===== config.mk =====
export PLATFORM = sky130hd
export DESIGN_NAME = sleep_sub_exec
export DESIGN_NICKNAME = d
export VERILOG_FILES = /design/src/design/sleep_sub_pkg.sv /design/src/design/sleep_sub_exec.sv
export SDC_FILE = /design/constraint.sdc
export NUM_CORES = 1
export LEC_CHECK = 0
export BUFFER_PORTS_ARGS = -buffer_cell sky130_fd_sc_hd__buf_2
export CELL_PAD_IN_SITES_DETAIL_PLACEMENT = 2
export CELL_PAD_IN_SITES_GLOBAL_PLACEMENT = 2
export CORE_MARGIN = 8
export CORE_UTILIZATION = 28
export DETAILED_ROUTE_END_ITERATION = 16
export MAX_ROUTING_LAYER = met4
export PLACE_DENSITY = 0.87
export RECOVER_POWER = 50
export SETUP_SLACK_MARGIN = 0.15
export SYNTH_ARGS = -nofsm -noshare
export SYNTH_HDL_FRONTEND = slang
export SYNTH_SLANG_ARGS = --single-unit

===== constraint.sdc =====
create_clock -name REF_CLK -period 4.1 [get_ports REF_CLK]
set_input_delay 0.205 -clock REF_CLK [delete_from_list [all_inputs] [get_ports REF_CLK]]
set_output_delay 0.205 -clock REF_CLK [all_outputs]
set_load 0.02 [all_outputs]

===== src/design/sleep_sub_pkg.sv =====
// constants and carrier types for the sleep / subtract execution block
// assumes a 14-bit instruction word and an 8-bit data path
package sleep_sub_pkg;
  // opcode patterns
  localparam logic [13:0] OP_SLEEP      = 14'h0063; // low-power entry
  localparam logic [5:0]  OP_SUBLIT_HI  = 6'h3C;    // 11 110x, bit 8 free
  localparam logic [5:0]  OP_SUBFILE_HI = 6'h02;    // 00 0010
  // field positions
  localparam int DEST_BIT    = 7;                   // destination select
  localparam int ADDR_MSB    = 6;                   // 7-bit file address
  localparam int LIT_MSB     = 7;                   // 8-bit literal
  // reset values
  localparam logic [7:0]  ACC_RST      = 8'h00;     // working register
  localparam logic [7:0]  GUARD_CLEAR  = 8'h00;     // guard timer clear
  localparam logic        EXPIRY_RST   = 1'b1;      // expiry flag
  localparam logic        SLEEPENT_RST = 1'b1;      // sleep entry flag

  // arithmetic flags carried together
  typedef struct packed {
    logic carry;        // inverted borrow
    logic digit_borrow; // inverted nibble borrow
    logic zero;         // result is zero
  } alu_flags_t;

  // file register write request
  typedef struct packed {
    logic       wr;
    logic [6:0] addr;
    logic [7:0] data;
  } file_wr_t;

  // executed operation, one-hot
  typedef enum logic [3:0] {
    EX_NONE  = 4'b0001,
    EX_SLEEP = 4'b0010,
    EX_SUBL  = 4'b0100,
    EX_SUBF  = 4'b1000
  } exec_op_t;
endpackage


===== src/design/sleep_sub_exec.sv =====
// execution of sleep, literal-subtract and file-subtract instructions
// assumes the fetch unit presents a raw instruction word with INSTR_VALID and the
// register file returns the addressed byte on FILE_RDATA combinationally
//
// Overview of operation
// - sleep clears sleep-entry flag, sets expiry flag
// - sleep clears guard timer and prescaler
// - sleep halts core until wake-up
// - literal minus accumulator into accumulator, flags
// - file minus accumulator, 7-bit address, flags
// - destination zero writes accumulator only
// - destination one writes file only
// - carry set unless difference negative
module sleep_sub_exec
  import sleep_sub_pkg::*;
(
  input  wire logic        REF_CLK,      // core clock
  input  wire logic        SRST,         // sync reset, high
  input  wire logic        CE,           // clock enable
  input  wire logic        INSTR_VALID,  // instruction word present
  input  wire logic [13:0] INSTR,        // instruction word
  input  wire logic [7:0]  FILE_RDATA,   // addressed file byte
  input  wire logic        WAKE,         // wake-up event
  output logic [6:0]       FILE_ADDR,    // read address, registered
  output file_wr_t         FILE_WR,      // write-back request
  output logic [7:0]       ACC,          // working register
  output alu_flags_t       FLAGS,        // carry, digit borrow, zero
  output logic             EXPIRY_FLAG,  // expiry status bit
  output logic             SLEEP_ENTRY_FLAG, // sleep entry status bit
  output logic             GUARD_CLR,    // guard timer/prescaler clear
  output logic             SLEEPING      // oscillator halted
);

  // decode of the current word
  exec_op_t   op;           // operation to execute
  logic [7:0] minuend;      // literal or file byte
  logic [8:0] diff9;        // difference with borrow-out
  logic [4:0] low5;         // low-nibble difference
  logic       go;           // execution allowed this cycle

  // sleeping core executes nothing
  assign go = CE && INSTR_VALID && !SLEEPING;

  // decode, plain one-hot selection
  always_comb begin
    op = EX_NONE;
    if (go) begin
      if (INSTR == OP_SLEEP) begin
        op = EX_SLEEP;
      end else if (INSTR[13:8] == OP_SUBFILE_HI) begin
        op = EX_SUBF;
      end else if (INSTR[13:9] == OP_SUBLIT_HI[5:1]) begin
        op = EX_SUBL;
      end
    end
  end

  // operand select: literal or addressed file byte
  assign minuend = (op == EX_SUBL) ? INSTR[LIT_MSB:0] : FILE_RDATA;

  // two's complement subtract, bit 8 is the borrow
  assign diff9 = {1'b0, minuend} - {1'b0, ACC};
  assign low5  = {1'b0, minuend[3:0]} - {1'b0, ACC[3:0]};

  // working register update
  always_ff @(posedge REF_CLK) begin
    if (SRST) begin
      ACC <= ACC_RST;
    end else if (CE) begin
      case (op)
        EX_SUBL: ACC <= diff9[7:0];
        EX_SUBF: begin
          if (!INSTR[DEST_BIT]) ACC <= diff9[7:0];
        end
        default: ACC <= ACC;
      endcase
    end
  end

  // file write-back, one-cycle request
  always_ff @(posedge REF_CLK) begin
    if (SRST) begin
      FILE_WR <= '0;
    end else if (CE) begin
      FILE_WR.wr   <= (op == EX_SUBF) && INSTR[DEST_BIT];
      FILE_WR.addr <= INSTR[ADDR_MSB:0];
      FILE_WR.data <= diff9[7:0];
    end
  end

  // read address mirror for the register file
  always_ff @(posedge REF_CLK) begin
    if (SRST) begin
      FILE_ADDR <= '0;
    end else if (CE && go) begin
      FILE_ADDR <= INSTR[ADDR_MSB:0];
    end
  end

  // arithmetic flags, both subtracts
  always_ff @(posedge REF_CLK) begin
    if (SRST) begin
      FLAGS <= '0;
    end else if (CE && (op == EX_SUBL || op == EX_SUBF)) begin
      FLAGS.carry        <= ~diff9[8];
      FLAGS.digit_borrow <= ~low5[4];
      FLAGS.zero         <= (diff9[7:0] == 8'h00);
    end
  end

  // status bits on sleep entry
  always_ff @(posedge REF_CLK) begin
    if (SRST) begin
      EXPIRY_FLAG      <= EXPIRY_RST;
      SLEEP_ENTRY_FLAG <= SLEEPENT_RST;
    end else if (CE && op == EX_SLEEP) begin
      EXPIRY_FLAG      <= 1'b1;
      SLEEP_ENTRY_FLAG <= 1'b0;
    end
  end

  // guard timer clear pulse, one cycle
  always_ff @(posedge REF_CLK) begin
    if (SRST) begin
      GUARD_CLR <= 1'b0;
    end else if (CE) begin
      GUARD_CLR <= (op == EX_SLEEP);
    end
  end

  // sleep state; wake is from logic on this clock, the
  // oscillator gating itself lives outside this block
  always_ff @(posedge REF_CLK) begin
    if (SRST) begin
      SLEEPING <= 1'b0;
    end else if (CE) begin
      if (op == EX_SLEEP) begin
        SLEEPING <= 1'b1;
      end else if (WAKE) begin
        SLEEPING <= 1'b0;
      end
    end
  end

  // assertions
  // each arithmetic check restates a rule from the operands of the executed word,
  // except chk_zero_flag, which compares against the registered FILE_WR.data
  // sleep entry: expiry flag set and sleep-entry flag cleared in the cycle after the word
  chk_sleep_status: assert property (@(posedge REF_CLK) disable iff (SRST)
    (CE && op == EX_SLEEP) |=> EXPIRY_FLAG && !SLEEP_ENTRY_FLAG)
    else $error("sleep did not update status bits");
  chk_guard_clear: assert property (@(posedge REF_CLK) disable iff (SRST)
    (CE && op == EX_SLEEP) |=> GUARD_CLR)
    else $error("guard clear not pulsed on sleep");
  // guard clear is a pulse, never a level
  chk_guard_pulse: assert property (@(posedge REF_CLK) disable iff (SRST)
    GUARD_CLR |=> !GUARD_CLR)
    else $error("guard clear held longer than one cycle");
  // halted core: an offered word neither changes ACC nor raises FILE_WR.wr or GUARD_CLR
  chk_sleep_halt: assert property (@(posedge REF_CLK) disable iff (SRST)
    SLEEPING |=> $stable(ACC) && !FILE_WR.wr && !GUARD_CLR)
    else $error("instruction executed while asleep");
  chk_lit_result: assert property (@(posedge REF_CLK) disable iff (SRST)
    (CE && op == EX_SUBL) |=>
      ACC == $past(INSTR[7:0]) - $past(ACC))
    else $error("literal subtract result wrong");
  chk_file_addr: assert property (@(posedge REF_CLK) disable iff (SRST)
    (CE && op == EX_SUBF) |=> FILE_WR.addr == $past(INSTR[6:0]))
    else $error("file address field wrong");
  chk_dest_acc: assert property (@(posedge REF_CLK) disable iff (SRST)
    (CE && op == EX_SUBF && !INSTR[7]) |=>
      !FILE_WR.wr && ACC == $past(FILE_RDATA) - $past(ACC))
    else $error("destination zero misrouted");
  chk_dest_file: assert property (@(posedge REF_CLK) disable iff (SRST)
    (CE && op == EX_SUBF && INSTR[7]) |=>
      FILE_WR.wr && $stable(ACC))
    else $error("destination one misrouted");
  chk_carry_borrow: assert property (@(posedge REF_CLK) disable iff (SRST)
    (CE && op == EX_SUBL) |=>
      FLAGS.carry == ($past(INSTR[7:0]) >= $past(ACC)))
    else $error("carry not inverted borrow");
  chk_zero_flag: assert property (@(posedge REF_CLK) disable iff (SRST)
    (CE && (op == EX_SUBL || op == EX_SUBF)) |=>
      FLAGS.zero == (FILE_WR.data == 8'h00))
    else $error("zero flag wrong");
  // file subtract uses the same inverted-borrow carry
  chk_file_carry: assert property (@(posedge REF_CLK) disable iff (SRST)
    (CE && op == EX_SUBF) |=>
      FLAGS.carry == ($past(FILE_RDATA) >= $past(ACC)))
    else $error("file carry not inverted borrow");
  // low nibble: flag high when no nibble borrow occurs
  chk_digit_flag: assert property (@(posedge REF_CLK) disable iff (SRST)
    (CE && op == EX_SUBL) |=>
      FLAGS.digit_borrow == ($past(INSTR[3:0]) >= $past(ACC[3:0])))
    else $error("digit flag wrong");
  // a sleep word leaves the arithmetic flags alone
  chk_sleep_flags: assert property (@(posedge REF_CLK) disable iff (SRST)
    (CE && op == EX_SLEEP) |=> $stable(FLAGS))
    else $error("flags changed by sleep");
  // cover points for the main scenarios
  cov_sleep: cover property (@(posedge REF_CLK) CE && op == EX_SLEEP);
  cov_subl_neg: cover property (@(posedge REF_CLK)
    CE && op == EX_SUBL && diff9[8]);
  cov_subf_file: cover property (@(posedge REF_CLK)
    CE && op == EX_SUBF && INSTR[7]);
  cov_wake: cover property (@(posedge REF_CLK) SLEEPING ##1 !SLEEPING);
  cov_subf_acc: cover property (@(posedge REF_CLK)
    CE && op == EX_SUBF && !INSTR[7]);
endmodule // sleep_sub_exec


==> summary.txt, run 1 <==
Clk root buf - clkbuf_8
Sw Share - 30.7%
EDFF count, synth - 0
Top-count cell post-synth - dfxtp_1
Worst path bufs/invs - 2
Met1 Routed Length - 2730 um
Area growth syn-to-layout - 22.3%
Worst path slowest cell - or3b_2
Switch Pwr - 0.240 mW
Critical path peak fanout - 10
Combinational share of power - 18.2%
Die width - 98.5 um
Worst Path Arrival - 3.63 ns
Routed met3 length - 293 um
Largest net degree at the start of global routing - 39
GP Congestion - 0.926
H-tree levels - 2
Register area - 741 um^2
Synth Instances - 216
XOR/XNOR share of the synthesized area - 1.38%
Reg power frac - 48.8%
Hold Crit Class - input pin to flop
Cell mode on critical path - nand4_1
Floorplan core area - 0.00668 mm^2
Reg2reg path depth - 12
Startpoint Class - flop
Clock sink count - 37
Mean Syn Cell Area - 8.83 um^2
DR vias - 1,833
Post-DR vias/cell - 5.11
I/O Pins - 65
Initial Util - 28.5%
N_diodes - 0
Seq/Total Area, Yosys - 38.8%
# DRC - 0
Max clock buf depth - 2
Routed wire length - 6490 um
Synth async-reset ratio - 0%
Initial antenna violation count - 0
Syn nets - 252
Post-DRT Antenna Nets - 0
PostCTS Resize Cnt - 0
Post-CTS setup repair buffer count - 0
Die Area - 0.00971 mm^2
Critical path depth - 12
Slowest Stage Delay on Critical Path - 0.47 ns
Crit path kind - flop to flop
Cell Pwr Density - 335 mW/mm^2
Hold_buf cts - 0
Max Clk Rate - 292 MHz
WL/cell - 18.1 um
Endpoint type of the worst setup path - flop
Reg clk slew, reported paths - 0.08 ns
Pre-antenna DRT Iters - 5
Die Y - 98.5 um
Clk_skew - 0.00536 ns
Synthesized-area fraction occupied by adder cells - 6.30%
Num CTS Buffers - 5
Highest metal used - met4
CTS tree - built
Metal2 WL - 3430 um
Max-cap violation count - 1
Row cnt - 30
Pint - 0.541 mW
Post-DP HPWL - 5050 um
Share of layout cells above drive strength 1 - 19.7%
First-pass GRT wire length - 10,400 um
Failing checks - capacitance limit, slew limit
Main synth FF type - dfxtp_1
RSZ-0062 raised after global routing - false
Final setup fails - 0
Ys Warns - 0
Area of the multi-input gates - 0.00107 mm^2
Tot Pwr - 0.781 mW
Leakage power - 0.918 nW
Port Buffer Count - 63
Unique masters post-synth - 43
GRT overflow - 0
Least-Margin Pin Slew - 1.59 ns
Main combinational cell family by area after synthesis - simple AND/OR/NAND/NOR gates
Critical Path RT - 4.30 ns
Cell area after synthesis - 0.00191 mm^2
# fillers - 803
Final Cycle Share - 83.6%
Area share of the largest cell type after synthesis - 38.8%
Commonest cells in the netlist - dfxtp_1 (37), nor2_1 (28), nand2_1 (21), a21oi_1 (14), mux2i_1 (14)
Layout Nets - 314
CP Cell Sequence - nand3b_2, nor2_1, buf_4, mux2i_1, ha_1, inv_1, fa_1, a211o_1, nand4_1, nand4_1, or3b_2, o31ai_1
Synthesized flop and latch total - 37
Synth Area in Compound Gates - 15.8%
Slew Limit Headroom - -6.21%
Max Slew Vio Count - 28
Post-Synth Simple-Gate Area - 21.1%
Iter 0 DRT Violations - 57
Post-route minimum period - 3.43 ns
Hold Vio Cnt, Final - 0
Hold Path Depth - 3
Synth area leaders - dfxtp_1 (39%), mux2i_1 (7.3%), nor2_1 (5.5%)
Area leader, netlist - dfxtp_1
VDD IR-drop max - 0.132 mV
Delay-heaviest family, CP - simple AND/OR/NAND/NOR gates
Clock share of power - 33.1%
Number of global-route vias before repair - 1,981
Setup TNS - 0 ns
Clk Latency, worst-skew pair - 0.29 ns
Multiplexer area fraction after synthesis - 11.5%
Gr usage total - 13.7%
Status - complete, but fails checks
metrics by stage:
stage / worst slack [ns] / area [um^2] / std cells / hold slack, ns / util [%]
after global placement: 0.808 / 2290 / 351 / 0.435 / 34.3
after CTS: 0.654 / 2370 / 359 / 0.189 / 35.5
after floorplan: 0.834 / 1910 / 216 / 0.341 / -
final: 0.672 / 2330 / 359 / 0.193 / 34.9
after global routing: 0.470 / 2330 / 359 / 0.188 / 34.9
after detailed placement: 0.603 / 2290 / 351 / 0.448 / 34.3
metal layers:
layer,global-route usage [%],vias up
met5,-,-
met4,2.48,0
met3,3.38,4
met2,24.9,40
met1,14.8,911
li1,-,878
power by group through the flow:
stage | Sequential (mW) | Combinational, mW | Clock [mW]
detailed placement | 0.389 | 0.147 | 0
CTS | 0.381 | 0.148 | 0.270
global placement | 0.389 | 0.143 | 0
floorplan | 0.406 | 0.0735 | 0
global route | 0.383 | 0.156 | 0.282
finish | 0.381 | 0.142 | 0.258
area by class of cell:
type,count,area share (%)
multi-input combinational,157,46.0
sequential,37,31.8
timing repair buffer,65,12.3
tap,80,4.29
clock buffer,5,2.95
inverter,12,1.93
clock inverter,3,0.751
cells by family after synthesis:
family | count (synthesis)
other cells | 1
flops | 37
compound gates | 42
simple gates | 81
fa+ha+maj | 9
xor+xnor | 3
mux | 21
buf+inv | 22
worst min-delay path, stage by stage:
cell and delay [ns]:
buf_2 0.13, nand2_1 0.06, a21oi_1 0.05
placed cells by master, fill, tap and decap left out, types with 4 or more instances in the layout:
cell / count
nand3_1: 5
inv_1: 12
dfxtp_1: 37
a211oi_1: 5
nor3_1: 4
nand2_1: 21
clkbuf_1: 32
nor2_1: 28
o21ai_0: 4
mux2i_1: 14
a21oi_1: 14
ha_1: 8
nand2b_1: 5
mux2_2: 7
clkbuf_8: 5
buf_2: 32
flip-flops by register name, indices dropped and copies added, names as in the netlist:
name / flops
FILE_ADDR: 7
ACC: 8
FLAGS: 3
SLEEP_ENTRY_FLAG: 1
GUARD_CLR: 1
SLEEPING: 1
FILE_WR: 16
worst paths after layout:
check                           slack (ns)          from      endpoint
worst max-delay path                  0.67      SLEEPING      FLAGS[0]
worst min-delay path                  0.19      INSTR[1]  FILE_ADDR[1]
worst max register to register        0.67      SLEEPING      FLAGS[0]
worst min register to register        0.46  FILE_ADDR[1]  FILE_ADDR[1]
No activity file was read; power rests on OpenSTA's default activity.
==> inputs of run 2 (changes only) <==
Clock period 4.1 ns to 3.28 ns, I/O delays scaled along.
==> summary.txt, run 2 (same netlist as run 1, synthesis figures left out) <==
Final Cycle Share - 89.3%
CTS tree - built (unchanged)
Initial Util - 28.5% (unchanged)
Die Area - 0.00971 mm^2 (unchanged)
Worst Path Arrival - 3.14 ns (was 3.63 ns)
Num CTS Buffers - 5 (unchanged)
GRT overflow - 0 (unchanged)
Pre-antenna DRT Iters - 4 (was 5)
I/O Pins - 65 (unchanged)
N_diodes - 0 (unchanged)
Clock sink count - 37 (unchanged)
Floorplan core area - 0.00668 mm^2 (unchanged)
GP Congestion - 0.780 (was 0.926)
WL/cell - 18.4 um (was 18.1 um)
Crit path kind - input pin to flop (was flop to flop)
Setup WS pre-CTS - -0.0663 ns (was 0.603 ns)
Critical path peak fanout - 4 (was 10)
Leakage power - 0.956 nW (was 0.918 nW)
First-pass GRT wire length - 10,500 um (was 10,400 um)
Iter 0 DRT Violations - 49 (was 57)
Row cnt - 30 (unchanged)
Critical Path RT - 3.49 ns (was 4.30 ns)
Number of global-route vias before repair - 2,034 (was 1,981)
VDD IR-drop max - 0.119 mV (was 0.132 mV)
Clk root buf - clkbuf_8 (unchanged)
Post-route minimum period - 2.93 ns
Largest registers - FILE_WR x16, ACC x8, FILE_ADDR x7 (unchanged)
Largest register by flop count - FILE_WR (unchanged)
RSZ-0062 raised after global routing - false (unchanged)
Cell Pwr Density - 413 mW/mm^2 (was 335 mW/mm^2)
Max Slew Vio Count - 28 (unchanged)
Final setup fails - 0 (unchanged)
# DRC - 0 (unchanged)
DR vias - 1,853 (was 1,833)
Finished Core Util - 36.0% (was 34.9%)
H-tree levels - 2 (unchanged)
Share of layout cells above drive strength 1 - 22.3% (was 19.7%)
Largest net degree at the start of global routing - 39 (unchanged)
Port Buffer Count - 63 (unchanged)
Gr usage total - 13.8% (was 13.7%)
Most frequent cells in the layout - dfxtp_1 (37), clkbuf_1 (33), buf_2 (32) (was dfxtp_1 (37), buf_2 (32), clkbuf_1 (32))
Hold Crit Class - input pin to flop (unchanged)
Max reg flops - 16 (unchanged)
Tot Pwr - 0.993 mW (was 0.781 mW)
Area growth syn-to-layout - 26.1% (was 22.3%)
Final worst slack - 0.352 ns (was 0.672 ns)
Initial antenna violation count - 0 (unchanged)
Post-DR vias/cell - 5.10 (was 5.11)
Status - complete, but fails checks (unchanged)
Die width - 98.5 um (unchanged)
Max-cap violation count - 1 (unchanged)
Slew Limit Headroom - -3.65% (was -6.21%)
Max clock buf depth - 2 (unchanged)
Max Clk Rate - 341 MHz
Routed wire length - 6690 um (was 6490 um)
Post-DP HPWL - 5110 um (was 5050 um)
Final instance area - 0.00240 mm^2 (was 0.00233 mm^2)
Clk Latency, worst-skew pair - 0.29 ns (about the same)
Commonest non-fill, non-tap cell in the layout - dfxtp_1 (unchanged)
Post-DRT Antenna Nets - 0 (unchanged)
Least-Margin Pin Slew - 1.55 ns (was 1.59 ns)
Layout Nets - 319 (was 314)
Clk_skew - 0.00945 ns (was 0.00536 ns)
Startpoint Class - input pin (was flop)
Failing checks - capacitance limit, slew limit (unchanged)
Placed inst area - 0.00231 mm^2 (was 0.00229 mm^2)
Hold Vio Cnt, Final - 0 (unchanged)
Reg clk slew, reported paths - 0.08 ns (about the same)
Endpoint type of the worst setup path - flop (unchanged)
Hold_buf cts - 0 (unchanged)
Die Y - 98.5 um (unchanged)
## run 2: cell types whose count changed in the layout (fill, tap and decap cells not counted), sizes merged
cell      delta
buf          +5
clkbuf       +2
clkinv       -2
clkinvlp     -1
## run 2: final cells by class
class / instances / area, um^2
Fill cell: 792 / 4280
Clock buffer: 7 / 86.3
Inverter: 12 / 45.0
Tap cell: 80 / 100
Sequential cell: 37 / 741
Timing Repair Buffer: 70 / 325
Multi-Input combinational cell: 157 / 1110
## run 2: routing by layer
| metal | vias up | wire, um | GRT usage, % |
|---|---|---|---|
| li1 | 885 | - | - |
| met1 | 913 | 2780 | 15.1 |
| met2 | 44 | 3460 | 24.0 |
| met3 | 11 | 342 | 3.66 |
| met4 | 0 | 104 | 4.25 |
| met5 | - | 0 | - |
## run 2: path summary, 6_finish.rpt
| path | end | from | slack (ns) | depth (start not counted) |
|---|---|---|---|---|
| setup / recovery | FLAGS[0] | INSTR[12] | 0.35 | 12 |
| hold / removal | SLEEPING | WAKE | 0.15 | 4 |
| setup reg to reg | FLAGS[0] | SLEEPING | 0.36 | 10 |
| hold reg to reg | SLEEP_ENTRY_FLAG | SLEEP_ENTRY_FLAG | 0.46 | 1 |
## run 2: per-stage QoR
step | TNS, ns | instances | hold WS (ns)
after global routing | 0 | 363 | 0.159
final | 0 | 363 | 0.149
after global placement | 0 | 353 | 0.434
after floorplan | 0 | 216 | 0.300
after detailed placement | -0.0663 | 353 | 0.444
after CTS | 0 | 360 | 0.144
## run 2: what timing repair did
action	4_1_cts	5_1_grt
setup endpoints to repair	0	2
resized for setup	0	6
setup buffers	0	3
## run 2: power breakdown
part / internal [mW] / switching, mW / leakage [nW]
Sequential: 0.467 / 0.0103 / 0.302
Clock: 0.167 / 0.163 / 0.0443
Combinational: 0.0677 / 0.118 / 0.610
## run 2: critical path, cell delays in order
cell and delay, ns:
buf_2 0.11, nand2_1 0.08, or3_1 0.44, nor2_4 0.17, buf_4 0.13, mux2_2 0.35, fa_1 0.44, a211o_1 0.34
nand4_1 0.12, nand4_1 0.12, or3b_2 0.46, o31ai_1 0.21
==> inputs of run 3 (changes only) <==
Settings changed: GPL_TIMING_DRIVEN set to 0.
==> summary.txt, run 3 (same netlist as run 1, synthesis figures left out) <==
Cell Pwr Density - 418 mW/mm^2 (was 413 mW/mm^2)
First-pass GRT wire length - 10,900 um (was 10,500 um)
Clk root buf - clkbuf_8 (unchanged)
Largest registers - FILE_WR x16, ACC x8, FILE_ADDR x7 (unchanged)
Floorplan core area - 0.00668 mm^2 (unchanged)
Endpoint type of the worst setup path - flop (unchanged)
Post-route minimum period - 2.98 ns (was 2.93 ns)
Row cnt - 30 (unchanged)
DR vias - 1,867 (was 1,853)
CP Cell Sequence - nand3b_4, nor2_4, buf_4, mux2_2, ha_1, nor2_1, a211oi_2, or3_1, a2111o_1, o31ai_1 (was buf_2, nand2_1, or3_1, nor2_4, buf_4, mux2_2, fa_1, a211o_1, nand4_1, nand4_1, or3b_2, o31ai_1)
Post-DR vias/cell - 5.02 (was 5.10)
Cell Count, Final, Fillers Out - 372 (was 363)
Worst Path Arrival - 3.19 ns (was 3.14 ns)
Port Buffer Count - 62 (was 63)
Clock sink count - 37 (unchanged)
Share of layout cells above drive strength 1 - 19.9% (was 22.3%)
Final Cycle Share - 90.9% (was 89.3%)
GP Congestion - 0.808 (was 0.780)
GRT overflow - 0 (unchanged)
Die Area - 0.00971 mm^2 (unchanged)
Clk Latency, worst-skew pair - 0.29 ns (about the same)
Iter 0 DRT Violations - 31 (was 49)
Largest register by flop count - FILE_WR (unchanged)
Worst path slowest cell - a2111o_1 (was or3b_2)
H-tree levels - 2 (unchanged)
Commonest non-fill, non-tap cell in the layout - clkbuf_1 (was dfxtp_1)
Max reg flops - 16 (unchanged)
Initial antenna violation count - 0 (unchanged)
Hold_buf cts - 0 (unchanged)
I/O Pins - 65 (unchanged)
Area growth syn-to-layout - 27.8% (was 26.1%)
Slowest Stage Delay on Critical Path - 0.43 ns (was 0.46 ns)
Post-DP HPWL - 5400 um (was 5110 um)
Critical Path RT - 3.48 ns (was 3.49 ns)
Layout Nets - 327 (was 319)
Critical path peak fanout - 5 (was 4)
Clk_skew - 0.00565 ns (was 0.00945 ns)
Die Y - 98.5 um (unchanged)
Final setup fails - 0 (unchanged)
Least-Margin Pin Slew - 0.817 ns (was 1.55 ns)
Gr usage total - 14.6% (was 13.8%)
Final instance area - 0.00244 mm^2 (was 0.00240 mm^2)
Post-DRT Antenna Nets - 0 (unchanged)
Largest net degree at the start of global routing - 13 (was 39)
Hold Path Depth - 3 (was 4)
Max clock buf depth - 2 (unchanged)
Num CTS Buffers - 5 (unchanged)
Routed wire length - 6980 um (was 6690 um)
Startpoint Class - flop (was input pin)
VDD IR-drop max - 0.139 mV (was 0.119 mV)
Pre-antenna DRT Iters - 4 (unchanged)
RSZ-0062 raised after global routing - false (unchanged)
Placed inst area - 0.00232 mm^2 (was 0.00231 mm^2)
CTS tree - built (unchanged)
Setup WS pre-CTS - -0.425 ns (was -0.0663 ns)
Hold EP - FILE_ADDR[3] (was SLEEPING)
Worst hold start - INSTR[3] (was WAKE)
Hold Vio Cnt, Final - 0 (unchanged)
WL/cell - 18.8 um (was 18.4 um)
Most frequent cells in the layout - clkbuf_1 (45), dfxtp_1 (37), nor2_1 (27) (was dfxtp_1 (37), clkbuf_1 (33), buf_2 (32))
FF-to-FF Start - SLEEPING (unchanged)
Leakage power - 0.950 nW (was 0.956 nW)
Worst hold margin - 0.150 ns (was 0.149 ns)
Number of global-route vias before repair - 2,106 (was 2,034)
Crit path kind - flop to flop (was input pin to flop)
R2R setup slack - 0.30 ns (was 0.36 ns)
Worst Setup SP - SLEEPING (was INSTR[12])
Status - finished, final reports clean (was complete, but fails checks)
Cells after DPL - 358 (was 353)
Setup TNS - 0 ns (unchanged)
Reg clk slew, reported paths - 0.08 ns (about the same)
Reg2reg path depth - 10 (unchanged)
Hold Crit Class - input pin to flop (unchanged)
Die width - 98.5 um (unchanged)
N_diodes - 0 (unchanged)
Max-cap violation count - 0 (was 1)
Final worst slack - 0.299 ns (was 0.352 ns)
Max Clk Rate - 335 MHz (was 341 MHz)
# DRC - 0 (unchanged)
Initial Util - 28.5% (unchanged)
Worst R2R End - FLAGS[0] (unchanged)
Max Slew Vio Count - 0 (was 28)
Slew Limit Headroom - 45.0% (was -3.65%)
run 3: routing by layer:
metal | share of wire [%] | vias up | wire [um] | GRT usage [%]
met4 | 1.3 | 0 | 94 | 4.01
met2 | 54 | 41 | 3750 | 26.7
met1 | 41 | 910 | 2850 | 15.1
met5 | 0 | - | 0 | -
li1 | - | 905 | - | -
met3 | 4.2 | 11 | 290 | 3.59
run 3: through the flow:
| stage | util (%) | power [mW] |
|---|---|---|
| 2_1_floorplan | - | 0.600 |
| 3_3_place_gp | 34.7 | 0.667 |
| 3_5_place_dp | 34.7 | 0.675 |
| 4_1_cts | 36.7 | 1.03 |
| 5_1_grt | 36.5 | 1.06 |
| 6_report | 36.5 | 1.02 |
run 3: critical path, delay by kind of cell, from the launching register on:
family | cells | cell delay [ns]
buffers and inverters | 1 | 0.17
DFF | 1 | 0.34
AOI/OAI and AO/OA | 3 | 0.75
and+or+nand+nor | 4 | 0.97
muxes | 1 | 0.34
adders and majority gates | 1 | 0.32
run 3: what timing repair did:
item                                    4_1_cts  5_1_grt
gates resized for setup                       2        2
endpoints found under the setup margin        6        2
setup buffers                                 3        3
pin swaps                                     2        2
hold endpoints to repair                      0        0
run 3: worst max-delay path by stage:
stage,endpoint,slack (ns),depth (start not counted)
final,FLAGS[0],0.30,10
after global routing,FLAGS[0],0.14,11
after CTS,FLAGS[0],0.16,11
after detailed placement,FLAGS[0],-0.42,12
after global placement,FLAGS[0],-0.38,12
after floorplan,FLAGS[0],0.15,9
run 3: final cells by class:
cell class              count  area, um^2
multi-input cells         157        1100
repair buffers             68         309
well taps                  80         100
plain buffers              10        48.8
clock buffers               6        82.6
flip-flops and latches     37         741
fillers                   787        4240
inverters                  12        45.0
clock inverters             2        13.8
run 3: where the power goes:
group | internal [mW] | switching [mW]
Combinational | 0.0687 | 0.122
Sequential | 0.467 | 0.00990
Clock | 0.171 | 0.180
Total | 0.706 | 0.312
